[src/pkg/pst_consts.svh]
// register indices, field positions and reset values of the sequencer
`ifndef PST_CONSTS_SVH
`define PST_CONSTS_SVH
`define PST_IDX_IND 3'h0
`define PST_IDX_CNT 3'h1
`define PST_IDX_PCL 3'h2
`define PST_IDX_STAT 3'h3
`define PST_IDX_PTR 3'h4
`define PST_IDX_TSET 3'h5
`define PST_IDX_CMD 3'h6
`define PST_IDX_PCF 3'h7
`define PST_LOC_CNT 6'h01
`define PST_LOC_PCL 6'h02
`define PST_LOC_STAT 6'h03
`define PST_LOC_PTR 6'h04
`define PST_TS_SRC 5
`define PST_TS_EDGE 4
`define PST_TS_ASSIGN 3
`define PST_TS_PSR 2:0
`define PST_CMD_OP 12:10
`define PST_CMD_ARG 9:0
`define PST_ST_OVF 0
`define PST_PC_RST_T0 10'h3FF
`define PST_PC_RST_T1 10'h000
`define PST_TSET_RST 8'h00
`define PST_PTR_HI 2'h3
`define PST_STK_DEPTH 3'h5
`define PST_CYC_PLAIN 2'h1
`define PST_CYC_BRANCH 2'h2
`define PST_RESP_OKAY 2'h0
`define PST_RESP_SLVERR 2'h2
`endif

[src/pkg/pst_pkg.sv]
// types of the program sequencer and timer
package pst_pkg;
  typedef enum logic [1:0] {
    ST_IDLE = 2'b01,
    ST_EXEC = 2'b10
  } pst_st_e;
  typedef enum logic [2:0] {
    OP_NOP = 3'h0,
    OP_JUMP = 3'h1,
    OP_CALL = 3'h2,
    OP_RET = 3'h3,
    OP_RETLIT = 3'h4,
    OP_RETINT = 3'h5,
    OP_PCWR = 3'h6,
    OP_PCADD = 3'h7
  } pst_op_e;
  typedef logic [9:0] pst_pc_t;
  typedef struct packed {
    pst_st_e st;
    logic [2:0] divCnt;
    logic [1:0] cyc;
    pst_op_e op;
    logic [9:0] arg;
    logic [9:0] pc;
    logic [4:0][9:0] stk;
    logic [2:0] sp;
    logic [7:0] lit;
    logic [7:0] cnt;
    logic [7:0] pre;
    logic [7:0] tset;
    logic [5:0] ptr;
    logic ovf;
    logic ovfPulse;
    logic [2:0] pinSync;
    logic [63:0][7:0] ram;
    logic awRdy;
    logic wRdy;
    logic awHeld;
    logic wHeld;
    logic [2:0] awIdx;
    logic awBad;
    logic [15:0] wData;
    logic [1:0] wStb;
    logic bValid;
    logic [1:0] bResp;
    logic arRdy;
    logic rValid;
    logic [31:0] rData;
    logic [1:0] rResp;
  } pst_state_s;
endpackage

[src/rtl/pst_core.sv]
// program sequencer, return stack and real-time counter with axi4-lite
//
// Overview of operation
// RULE1: indirect port accesses the location addressed by the pointer
// RULE2: counter is eight bits and flags an event on rollover
// RULE3: counter counts instruction cycles or selected pin edge
// RULE4: software reads and writes the counter like any location
// RULE5: assign bit clear routes the prescaler to the counter
// RULE6: only a counter write clears the prescaler count
// RULE7: program counter and stack entries are ten bits
// RULE8: one page of 1024 words addressed by the program counter
// RULE9: core type one resets the program counter to zero
// RULE10: core type zero resets the program counter to 3FF
// RULE11: jump loads its ten-bit target into the program counter
// RULE12: call pushes next address and loads its target
// RULE13: all three returns load the top entry and pop it
// RULE14: stack holds five levels
// RULE15: type one with enhanced jump clears bits 8 and 9 on writes
// RULE16: type one without enhanced jump adds with full carry
// RULE17: instruction cycle is clock divided by 2, 4 or 8
// RULE18: program counter changes cost one extra instruction cycle
// RULE19: pointer uses six low bits; upper two read as one
// RULE20: ratio field 000..111 divides by 2 up to 256
// RULE21: call on a full stack overwrites the oldest entry silently
// RULE22: counter wraps FF to 00 and raises the event there
//
// Our own choice: the AXI4-Lite slave port.
`timescale 1ns/100ps
`include "pst_consts.svh"
module pst_core #(
  parameter bit CORE_TYPE = 1'b1,
  parameter bit ENH_JUMP = 1'b1,
  parameter int CLK_DIV = 2
) (
  input wire logic clk,
  input wire logic rst,
  input wire logic tccPin,
  input wire logic [31:0] s_axi_awaddr,
  input wire logic s_axi_awvalid,
  output logic s_axi_awready,
  input wire logic [31:0] s_axi_wdata,
  input wire logic [3:0] s_axi_wstrb,
  input wire logic s_axi_wvalid,
  output logic s_axi_wready,
  output logic [1:0] s_axi_bresp,
  output logic s_axi_bvalid,
  input wire logic s_axi_bready,
  input wire logic [31:0] s_axi_araddr,
  input wire logic s_axi_arvalid,
  output logic s_axi_arready,
  output logic [31:0] s_axi_rdata,
  output logic [1:0] s_axi_rresp,
  output logic s_axi_rvalid,
  input wire logic s_axi_rready,
  output pst_pkg::pst_pc_t pcOut,
  output logic ovfEvent,
  output logic busy
);
  import pst_pkg::*;

  pst_state_s q_reg;
  pst_state_s q_next;
  logic tick;
  logic rise;
  logic fall;
  logic pulse;
  logic cntInc;
  logic cntWr;
  logic doExec;
  logic launch;
  logic wEn;
  logic statClr;
  logic [5:0] wLoc;
  logic [7:0] wDat;
  logic [7:0] mask;
  logic [7:0] statByte;
  logic [9:0] nArg;
  logic [9:0] sum;
  logic [9:0] retTgt;
  logic [2:0] spUp;
  logic [2:0] spDn;
  logic [31:0] rdVal;
  pst_op_e nOp;

  // circular pointer, so a sixth call quietly replaces the oldest
  function automatic logic [2:0] spStep(input logic [2:0] p,
                                        input logic up);
    if (up)
      spStep = (p == `PST_STK_DEPTH - 3'h1) ? 3'h0 : p + 3'h1; // RULE21
    else
      spStep = (p == 3'h0) ? `PST_STK_DEPTH - 3'h1 : p - 3'h1;
  endfunction

  function automatic logic [9:0] pcFix(input logic [9:0] v);
    pcFix = (CORE_TYPE && ENH_JUMP) ? {2'h0, v[7:0]} : v; // RULE15
  endfunction

  // location 0 reads as zero: the port cannot point at itself
  function automatic logic [7:0] rdLoc(input logic [5:0] a);
    case (a)
      6'h00: rdLoc = 8'h00;
      `PST_LOC_CNT: rdLoc = q_reg.cnt; // RULE4
      `PST_LOC_PCL: rdLoc = q_reg.pc[7:0];
      `PST_LOC_STAT: rdLoc = statByte;
      `PST_LOC_PTR: rdLoc = {`PST_PTR_HI, q_reg.ptr}; // RULE19
      default: rdLoc = q_reg.ram[a];
    endcase
  endfunction

  always_comb begin
    q_next = q_reg;
    q_next.ovfPulse = 1'b0;
    wEn = 1'b0;
    wLoc = 6'h00;
    wDat = q_reg.wData[7:0];
    launch = 1'b0;
    statClr = 1'b0;
    nOp = OP_NOP;
    nArg = 10'h000;
    doExec = 1'b0;
    cntInc = 1'b0;
    rdVal = 32'h0000_0000;
    statByte = {1'b0, q_reg.sp, ENH_JUMP, CORE_TYPE,
                q_reg.st == ST_EXEC, q_reg.ovf};

    // instruction cycle strobe
    tick = q_reg.divCnt == 3'(CLK_DIV - 1); // RULE17
    q_next.divCnt = tick ? 3'h0 : q_reg.divCnt + 3'h1;

    // pin sync; edges are taken from the second and third stages
    q_next.pinSync = {q_reg.pinSync[1:0], tccPin};
    rise = q_reg.pinSync[1] & ~q_reg.pinSync[2];
    fall = ~q_reg.pinSync[1] & q_reg.pinSync[2];

    // write channel
    if (q_reg.bValid && s_axi_bready)
      q_next.bValid = 1'b0;
    if (s_axi_awvalid && q_reg.awRdy) begin
      q_next.awHeld = 1'b1;
      q_next.awIdx = s_axi_awaddr[4:2];
      q_next.awBad = s_axi_awaddr[31:5] != 27'h0;
    end
    if (s_axi_wvalid && q_reg.wRdy) begin
      q_next.wHeld = 1'b1;
      q_next.wData = s_axi_wdata[15:0];
      q_next.wStb = s_axi_wstrb[1:0];
    end
    if (q_reg.awHeld && q_reg.wHeld && !q_reg.bValid) begin
      q_next.awHeld = 1'b0;
      q_next.wHeld = 1'b0;
      q_next.bValid = 1'b1;
      q_next.bResp = q_reg.awBad ? `PST_RESP_SLVERR : `PST_RESP_OKAY;
      if (!q_reg.awBad && q_reg.wStb[0]) begin
        case (q_reg.awIdx)
          `PST_IDX_IND: begin
            wEn = 1'b1;
            wLoc = q_reg.ptr; // RULE1
          end
          `PST_IDX_TSET: q_next.tset = wDat;
          `PST_IDX_CMD: begin
            // a command needs both low bytes, a half one is dropped
            if (q_reg.wStb[1]) begin
              launch = 1'b1;
              nOp = pst_op_e'(q_reg.wData[`PST_CMD_OP]);
              nArg = q_reg.wData[`PST_CMD_ARG];
            end
          end
          `PST_IDX_PCF: ;
          default: begin
            wEn = 1'b1;
            wLoc = {3'h0, q_reg.awIdx};
          end
        endcase
      end
    end
    cntWr = wEn && wLoc == `PST_LOC_CNT;

    // counter and shared prescaler
    mask = 8'hFF >> (3'h7 - q_reg.tset[`PST_TS_PSR]); // RULE20
    pulse = q_reg.tset[`PST_TS_SRC] ?
            (q_reg.tset[`PST_TS_EDGE] ? fall : rise) : tick; // RULE3
    if (pulse && !cntWr) begin
      if (q_reg.tset[`PST_TS_ASSIGN]) begin
        // prescaler is bypassed and holds its count, counter takes every pulse
        cntInc = 1'b1;
      end else begin
        q_next.pre = q_reg.pre + 8'h01; // RULE5
        cntInc = (q_reg.pre & mask) == mask;
      end
    end
    if (cntInc) begin
      q_next.cnt = q_reg.cnt + 8'h01; // RULE22
      if (q_reg.cnt == 8'hFF)
        q_next.ovfPulse = 1'b1; // RULE2
    end

    // location writes, direct or through the pointer
    if (wEn) begin
      case (wLoc)
        6'h00: ;
        `PST_LOC_CNT: begin
          q_next.cnt = wDat; // RULE4
          q_next.pre = 8'h00; // RULE6
        end
        `PST_LOC_PCL: begin
          launch = 1'b1;
          nOp = OP_PCWR;
          nArg = {2'h0, wDat};
        end
        `PST_LOC_STAT: statClr = wDat[`PST_ST_OVF];
        `PST_LOC_PTR: q_next.ptr = wDat[5:0]; // RULE19
        default: q_next.ram[wLoc] = wDat; // RULE1
      endcase
    end
    // a wrap in the clearing cycle keeps the flag set
    q_next.ovf = (q_reg.ovf && !statClr) || q_next.ovfPulse;

    // sequencer; a request while busy is dropped
    spUp = spStep(q_reg.sp, 1'b1);
    spDn = spStep(q_reg.sp, 1'b0);
    retTgt = q_reg.stk[spDn];
    sum = q_reg.pc + 10'h001 + {2'h0, q_reg.arg[7:0]};
    case (q_reg.st)
      ST_IDLE: begin
        if (launch) begin
          q_next.st = ST_EXEC;
          q_next.op = nOp;
          q_next.arg = nArg;
          q_next.cyc = (nOp == OP_NOP) ? `PST_CYC_PLAIN
                                       : `PST_CYC_BRANCH; // RULE18
        end
      end
      ST_EXEC: begin
        if (tick) begin
          q_next.cyc = q_reg.cyc - 2'h1; // RULE17
          if (q_reg.cyc == 2'h1) begin
            doExec = 1'b1;
            q_next.st = ST_IDLE;
          end
        end
      end
      default: q_next.st = ST_IDLE;
    endcase
    if (doExec) begin
      case (q_reg.op)
        OP_NOP: q_next.pc = q_reg.pc + 10'h001; // RULE8
        OP_JUMP: q_next.pc = q_reg.arg; // RULE11
        OP_CALL: begin
          q_next.stk[q_reg.sp] = q_reg.pc + 10'h001; // RULE12
          q_next.sp = spUp; // RULE14
          q_next.pc = q_reg.arg;
        end
        OP_RET, OP_RETINT: begin
          q_next.pc = retTgt; // RULE13
          q_next.sp = spDn;
        end
        OP_RETLIT: begin
          q_next.pc = retTgt; // RULE13
          q_next.sp = spDn;
          q_next.lit = q_reg.arg[7:0];
        end
        OP_PCWR: q_next.pc = pcFix({q_reg.pc[9:8], q_reg.arg[7:0]});
        OP_PCADD: q_next.pc = pcFix(sum); // RULE16
        default: ;
      endcase
    end

    // read channel
    if (q_reg.rValid && s_axi_rready)
      q_next.rValid = 1'b0;
    case (s_axi_araddr[4:2])
      `PST_IDX_IND: rdVal = {24'h0, rdLoc(q_reg.ptr)}; // RULE1
      `PST_IDX_TSET: rdVal = {24'h0, q_reg.tset};
      `PST_IDX_CMD: rdVal = {19'h0, q_reg.op, q_reg.arg};
      `PST_IDX_PCF: rdVal = {q_reg.lit, 5'h00, q_reg.sp, 6'h00, q_reg.pc};
      default: rdVal = {24'h0, rdLoc({3'h0, s_axi_araddr[4:2]})};
    endcase
    if (s_axi_arvalid && q_reg.arRdy) begin
      q_next.rValid = 1'b1;
      if (s_axi_araddr[31:5] != 27'h0) begin
        q_next.rData = 32'h0000_0000;
        q_next.rResp = `PST_RESP_SLVERR;
      end else begin
        q_next.rData = rdVal;
        q_next.rResp = `PST_RESP_OKAY;
      end
    end
    q_next.awRdy = !q_next.awHeld;
    q_next.wRdy = !q_next.wHeld;
    q_next.arRdy = !q_next.rValid;
  end

  always_ff @(posedge clk) begin
    if (rst) begin
      q_reg <= '0;
      q_reg.st <= ST_IDLE;
      q_reg.pc <= CORE_TYPE ? `PST_PC_RST_T1 : `PST_PC_RST_T0; // RULE9 RULE10
      q_reg.tset <= `PST_TSET_RST;
    end else begin
      q_reg <= q_next;
    end
  end

  assign s_axi_awready = q_reg.awRdy;
  assign s_axi_wready = q_reg.wRdy;
  assign s_axi_bvalid = q_reg.bValid;
  assign s_axi_bresp = q_reg.bResp;
  assign s_axi_arready = q_reg.arRdy;
  assign s_axi_rvalid = q_reg.rValid;
  assign s_axi_rdata = q_reg.rData;
  assign s_axi_rresp = q_reg.rResp;
  assign pcOut = q_reg.pc; // RULE7
  assign ovfEvent = q_reg.ovfPulse;
  assign busy = q_reg.st[1]; // one-hot execute bit, straight from a flop
endmodule

[config.mk]
export PLATFORM = sky130hd
export DESIGN_NAME = pst_core
export DESIGN_NICKNAME = d
export VERILOG_FILES = /design/src/pkg/pst_pkg.sv /design/src/rtl/pst_core.sv
export VERILOG_INCLUDE_DIRS = /design/src /design/src/pkg
export SDC_FILE = /design/constraint.sdc
export NUM_CORES = 2
export LEC_CHECK = 0
export ABC_AREA = 1
export BUFFER_PORTS_ARGS = -buffer_cell sky130_fd_sc_hd__buf_2
export CAP_MARGIN = 5
export CORE_ASPECT_RATIO = 0.75
export CORE_MARGIN = 2
export CORE_UTILIZATION = 45
export CTS_CLUSTER_SIZE = 30
export DETAILED_ROUTE_END_ITERATION = 8
export SLEW_MARGIN = 5
export SYNTH_ARGS = -nofsm -noshare
export SYNTH_HDL_FRONTEND = slang
export SYNTH_SLANG_ARGS = --single-unit
[constraint.sdc]
create_clock -name clk -period 5.12 [get_ports clk]
set_input_delay 0.256 -clock clk [delete_from_list [all_inputs] [get_ports clk]]
set_output_delay 0.256 -clock clk [all_outputs]
set_load 0.005 [all_outputs]
==> metrics.md <==
| Metric | Value |
|---|---|
| Net Sw Frac | 0.234 |
| Top-level I/O count | approximately 160 |
| Relative slew slack | 0.203 |
| Simple-Gate Fraction of Synth Area | 0.176 |
| 1st-iter DRT viols | about 3300 |
| Post-synth ARST share | 0 |
| Synth Area in Compound Gates | 0.264 |
| Final Cycle Share | 0.736 |
| Pint | around 8100 uW |
| Synth Area in Adders | 0.00792 |
| Max_cap viols | 0 |
| Number of setup buffers added after CTS | 0 |
| CP endpoint | s_axi_rdata[5] |
| GRT overflow | 0 |
| Reg2reg end | s_axi_rdata[5] |
| Slew @ Worst Pin | approximately 1.2 ns |
| Status | complete, no violations |
| Fmax | approximately 0.27 GHz |
| Routed Antenna Nets | 0 |
| Die height | about 230 um |
| CP startpoint | q_reg[582] |
| Avg WL per Cell | approximately 20 um |
| NetSw | between 2000 and 2500 uW |
| Commonest non-fill, non-tap cell in the layout | a21oi_1 |
| Rows | 81 |
| R2R depth | 14 |
| Largest family of logic cells by synthesized area | compound AO/OA/AOI/OAI gates |
| Antenna diodes | 0 |
| Final TNS setup | 0 ns |
| Detailed placement HPWL | 64100 um |
| Buffers on Ports | 125 |
| Post-place setup slack | about 1.6 ns |
| Finished Core Util | 0.500 |
| Clock Power Share | 0.469 |
| Pin count of the biggest net entering global routing | 182 |
| Syn_area_per_cell | just over 7 um^2 |
| Number of synthesized flops with an enable pin | 0 |
| Crit Path Category | reg2reg |
| DRC viols | 0 |
| Clock tree buffer depth | 3 |
| CP required | 5.66 ns |
| Flop-to-flop setup slack | 1.35 ns |
| Mapped Cells | slightly above 4000 |
| Post-synthesis sequential area ratio | 0.450 |
| Most frequent cells in the layout | a21oi_1 (664), dfxtp_1 (660), nand2_1 (631), o21ai_0 (620), inv_1 (347) |
| Clock Skew | approximately 0.032 ns |
| Power Density | ~330 mW/mm^2 |
| Hold_buf cts | 17 |
| Post-Synth XOR/XNOR Area | 0.00268 |
| CP endpoint kind | flip-flop |
| Startpoint Class | flip-flop |
| Critical Path AT | ~4.3 ns |
| Mux cell area share after synthesis | 0 |
| CTS tree | done |
| Vias per cell | between 5 and 6 |
| Top FF cell, synth | dfxtp_1 |
| Synth cell types | 52 |
| Crit path time final | roughly 3.8 ns |
| WL final | 101000 um |
| RePlAce Congestion | roughly 0.97 |
| Slew Viols, Final | 0 |
| Min-delay src | s_axi_wdata[1] |
| Final setup viols | 0 |
| Crit path max fanout | 39 |
| First-pass GRT wire length | roughly 150000 um |
| Aggregate global-route resource usage | 0.293 |
| DIE WIDTH | roughly 300 um |
| Worst hold path class | in2reg |
| Area growth syn-to-layout | 10.4% |
| Max FFs per register | about 620 |
| Leakage | about 0.012 uW |
| CTS resizes | 0 |
| Via count | 27700 |
| Sequential Power Share | 0.488 |
| Initial antenna violation count | 2 |
| Clock sinks | 661 |
| # fillers | ~6500 |
| Register area | approximately 0.013 mm^2 |
| Reg clk slew, reported paths | around 0.06 ns |
| Initial Util | 0.453 |
| Final setup margin | approximately 1.4 ns |
| Netlist Area Pre-Place | between 0.02 and 0.03 mm^2 |
| Footprint of the multi-input gates | ~0.013 mm^2 |
| Layout cells sized above 1 | 0.0837 |
| Core Footprint | between 0.06 and 0.07 mm^2 |
| Root buffer cell | clkbuf_16 |
| Worst IR Drop VDD | 0.000232 V |
| Vias in the first global route | between 20000 and 25000 |
| First drt pass iteration count | 8 |
| Inserted Clock Buffers | 68 |
| H-tree depth | 3 |
| Fin nets | ~4100 |
| Die area | just under 0.07 mm^2 |
| Final hold violation count | 0 |
| Yosys reg bits | ~660 |
| Skew-Pair Late Insertion Delay | about 0.63 ns |
| Reg2reg start | q_reg[582] |
| Combinational share of power | 0.043 |
| Synth Warn # | 0 |
| RSZ-0062 raised after global routing | no |
## how the worst min path moves through the flow
stage	to	slack, ns	cells past startpoint
6_report	q_reg[42]	0.05	3
5_1_grt	q_reg[42]	0.02	3
4_1_cts	s_axi_rresp[1]	0.04	5
3_5_place_dp	q_next[579]	0.41	2
3_3_place_gp	q_next[579]	0.40	2
2_1_floorplan	q_next[578]	0.36	2
## cell families after synthesis
kind of cell,count (synthesis)
AOI/OAI and AO/OA,1464
xor gates and xnor gates,9
buffers and inverters,698
and+or+nand+nor,1225
other,1
adders and majority gates,18
DFF,661
## power by group through the flow
stage	clock (uW)	combinational (uW)	sequential, uW
after global placement	0	433	5290
after floorplan	0	254	5290
final	4980	452	5180
after global routing	5250	486	5180
after detailed placement	0	433	5290
after CTS	5030	443	5180
## per-stage QoR
stage          area [um^2]  std cells  hold slack [ns]  total power [uW]
3_5_place_dp         30100       4799            0.407              5730
5_1_grt              32400       4933           0.0234             10900
4_1_cts              32400       4933           0.0350             10700
3_3_place_gp         30100       4799            0.401              5730
2_1_floorplan        29400       4085            0.363              5550
6_report             32400       4933           0.0479             10600
## final cells by class
class / count / share of cell area
inverter: 369 / 0.0429
multi-input combinational: 2726 / 0.411
timing repair buffer: 189 / 0.0378
tap: 871 / 0.0336
sequential: 661 / 0.408
clock inverter: 16 / 0.00440
clock buffer: 101 / 0.0629
## worst max-delay path, cell delays in order, from the launching register on
cell and delay, ns:
dfxtp_2 0.33, buf_4 0.45, nand2_2 0.57, inv_2 0.36, buf_4 0.51, nand2_1 0.09
nand4_1 0.28, a21oi_1 0.23, nand3_1 0.18, nand3_1 0.19, nand2_1 0.18, nand2_1 0.07
nand2_1 0.06, nand2_1 0.06, a21oi_1 0.11
## metal layers
metal  global-route usage  share of wire
met4               0.0679          0.019
met2                0.395           0.39
met1                0.454           0.48
met3               0.0779           0.11
met5                    0              0
## cells in the mapped netlist (all sizes together), types with 11 or more instances
cell type / instances / share of area
a211oi: 62 / 0.017
a21oi: 664 / 0.11
a22oi: 28 / 0.0072
buf: 122 / 0.025
clkbuf: 207 / 0.026
dfxtp: 661 / 0.45
ha: 17 / 0.0072
inv: 366 / 0.047
nand2: 635 / 0.082
nand3: 115 / 0.020
nand4: 74 / 0.016
nor2: 358 / 0.048
nor3: 26 / 0.0063
nor4: 11 / 0.0023
o21a: 15 / 0.0038
o21ai: 626 / 0.11
o22ai: 32 / 0.0068
No activity file was read; power rests on OpenSTA's default activity.
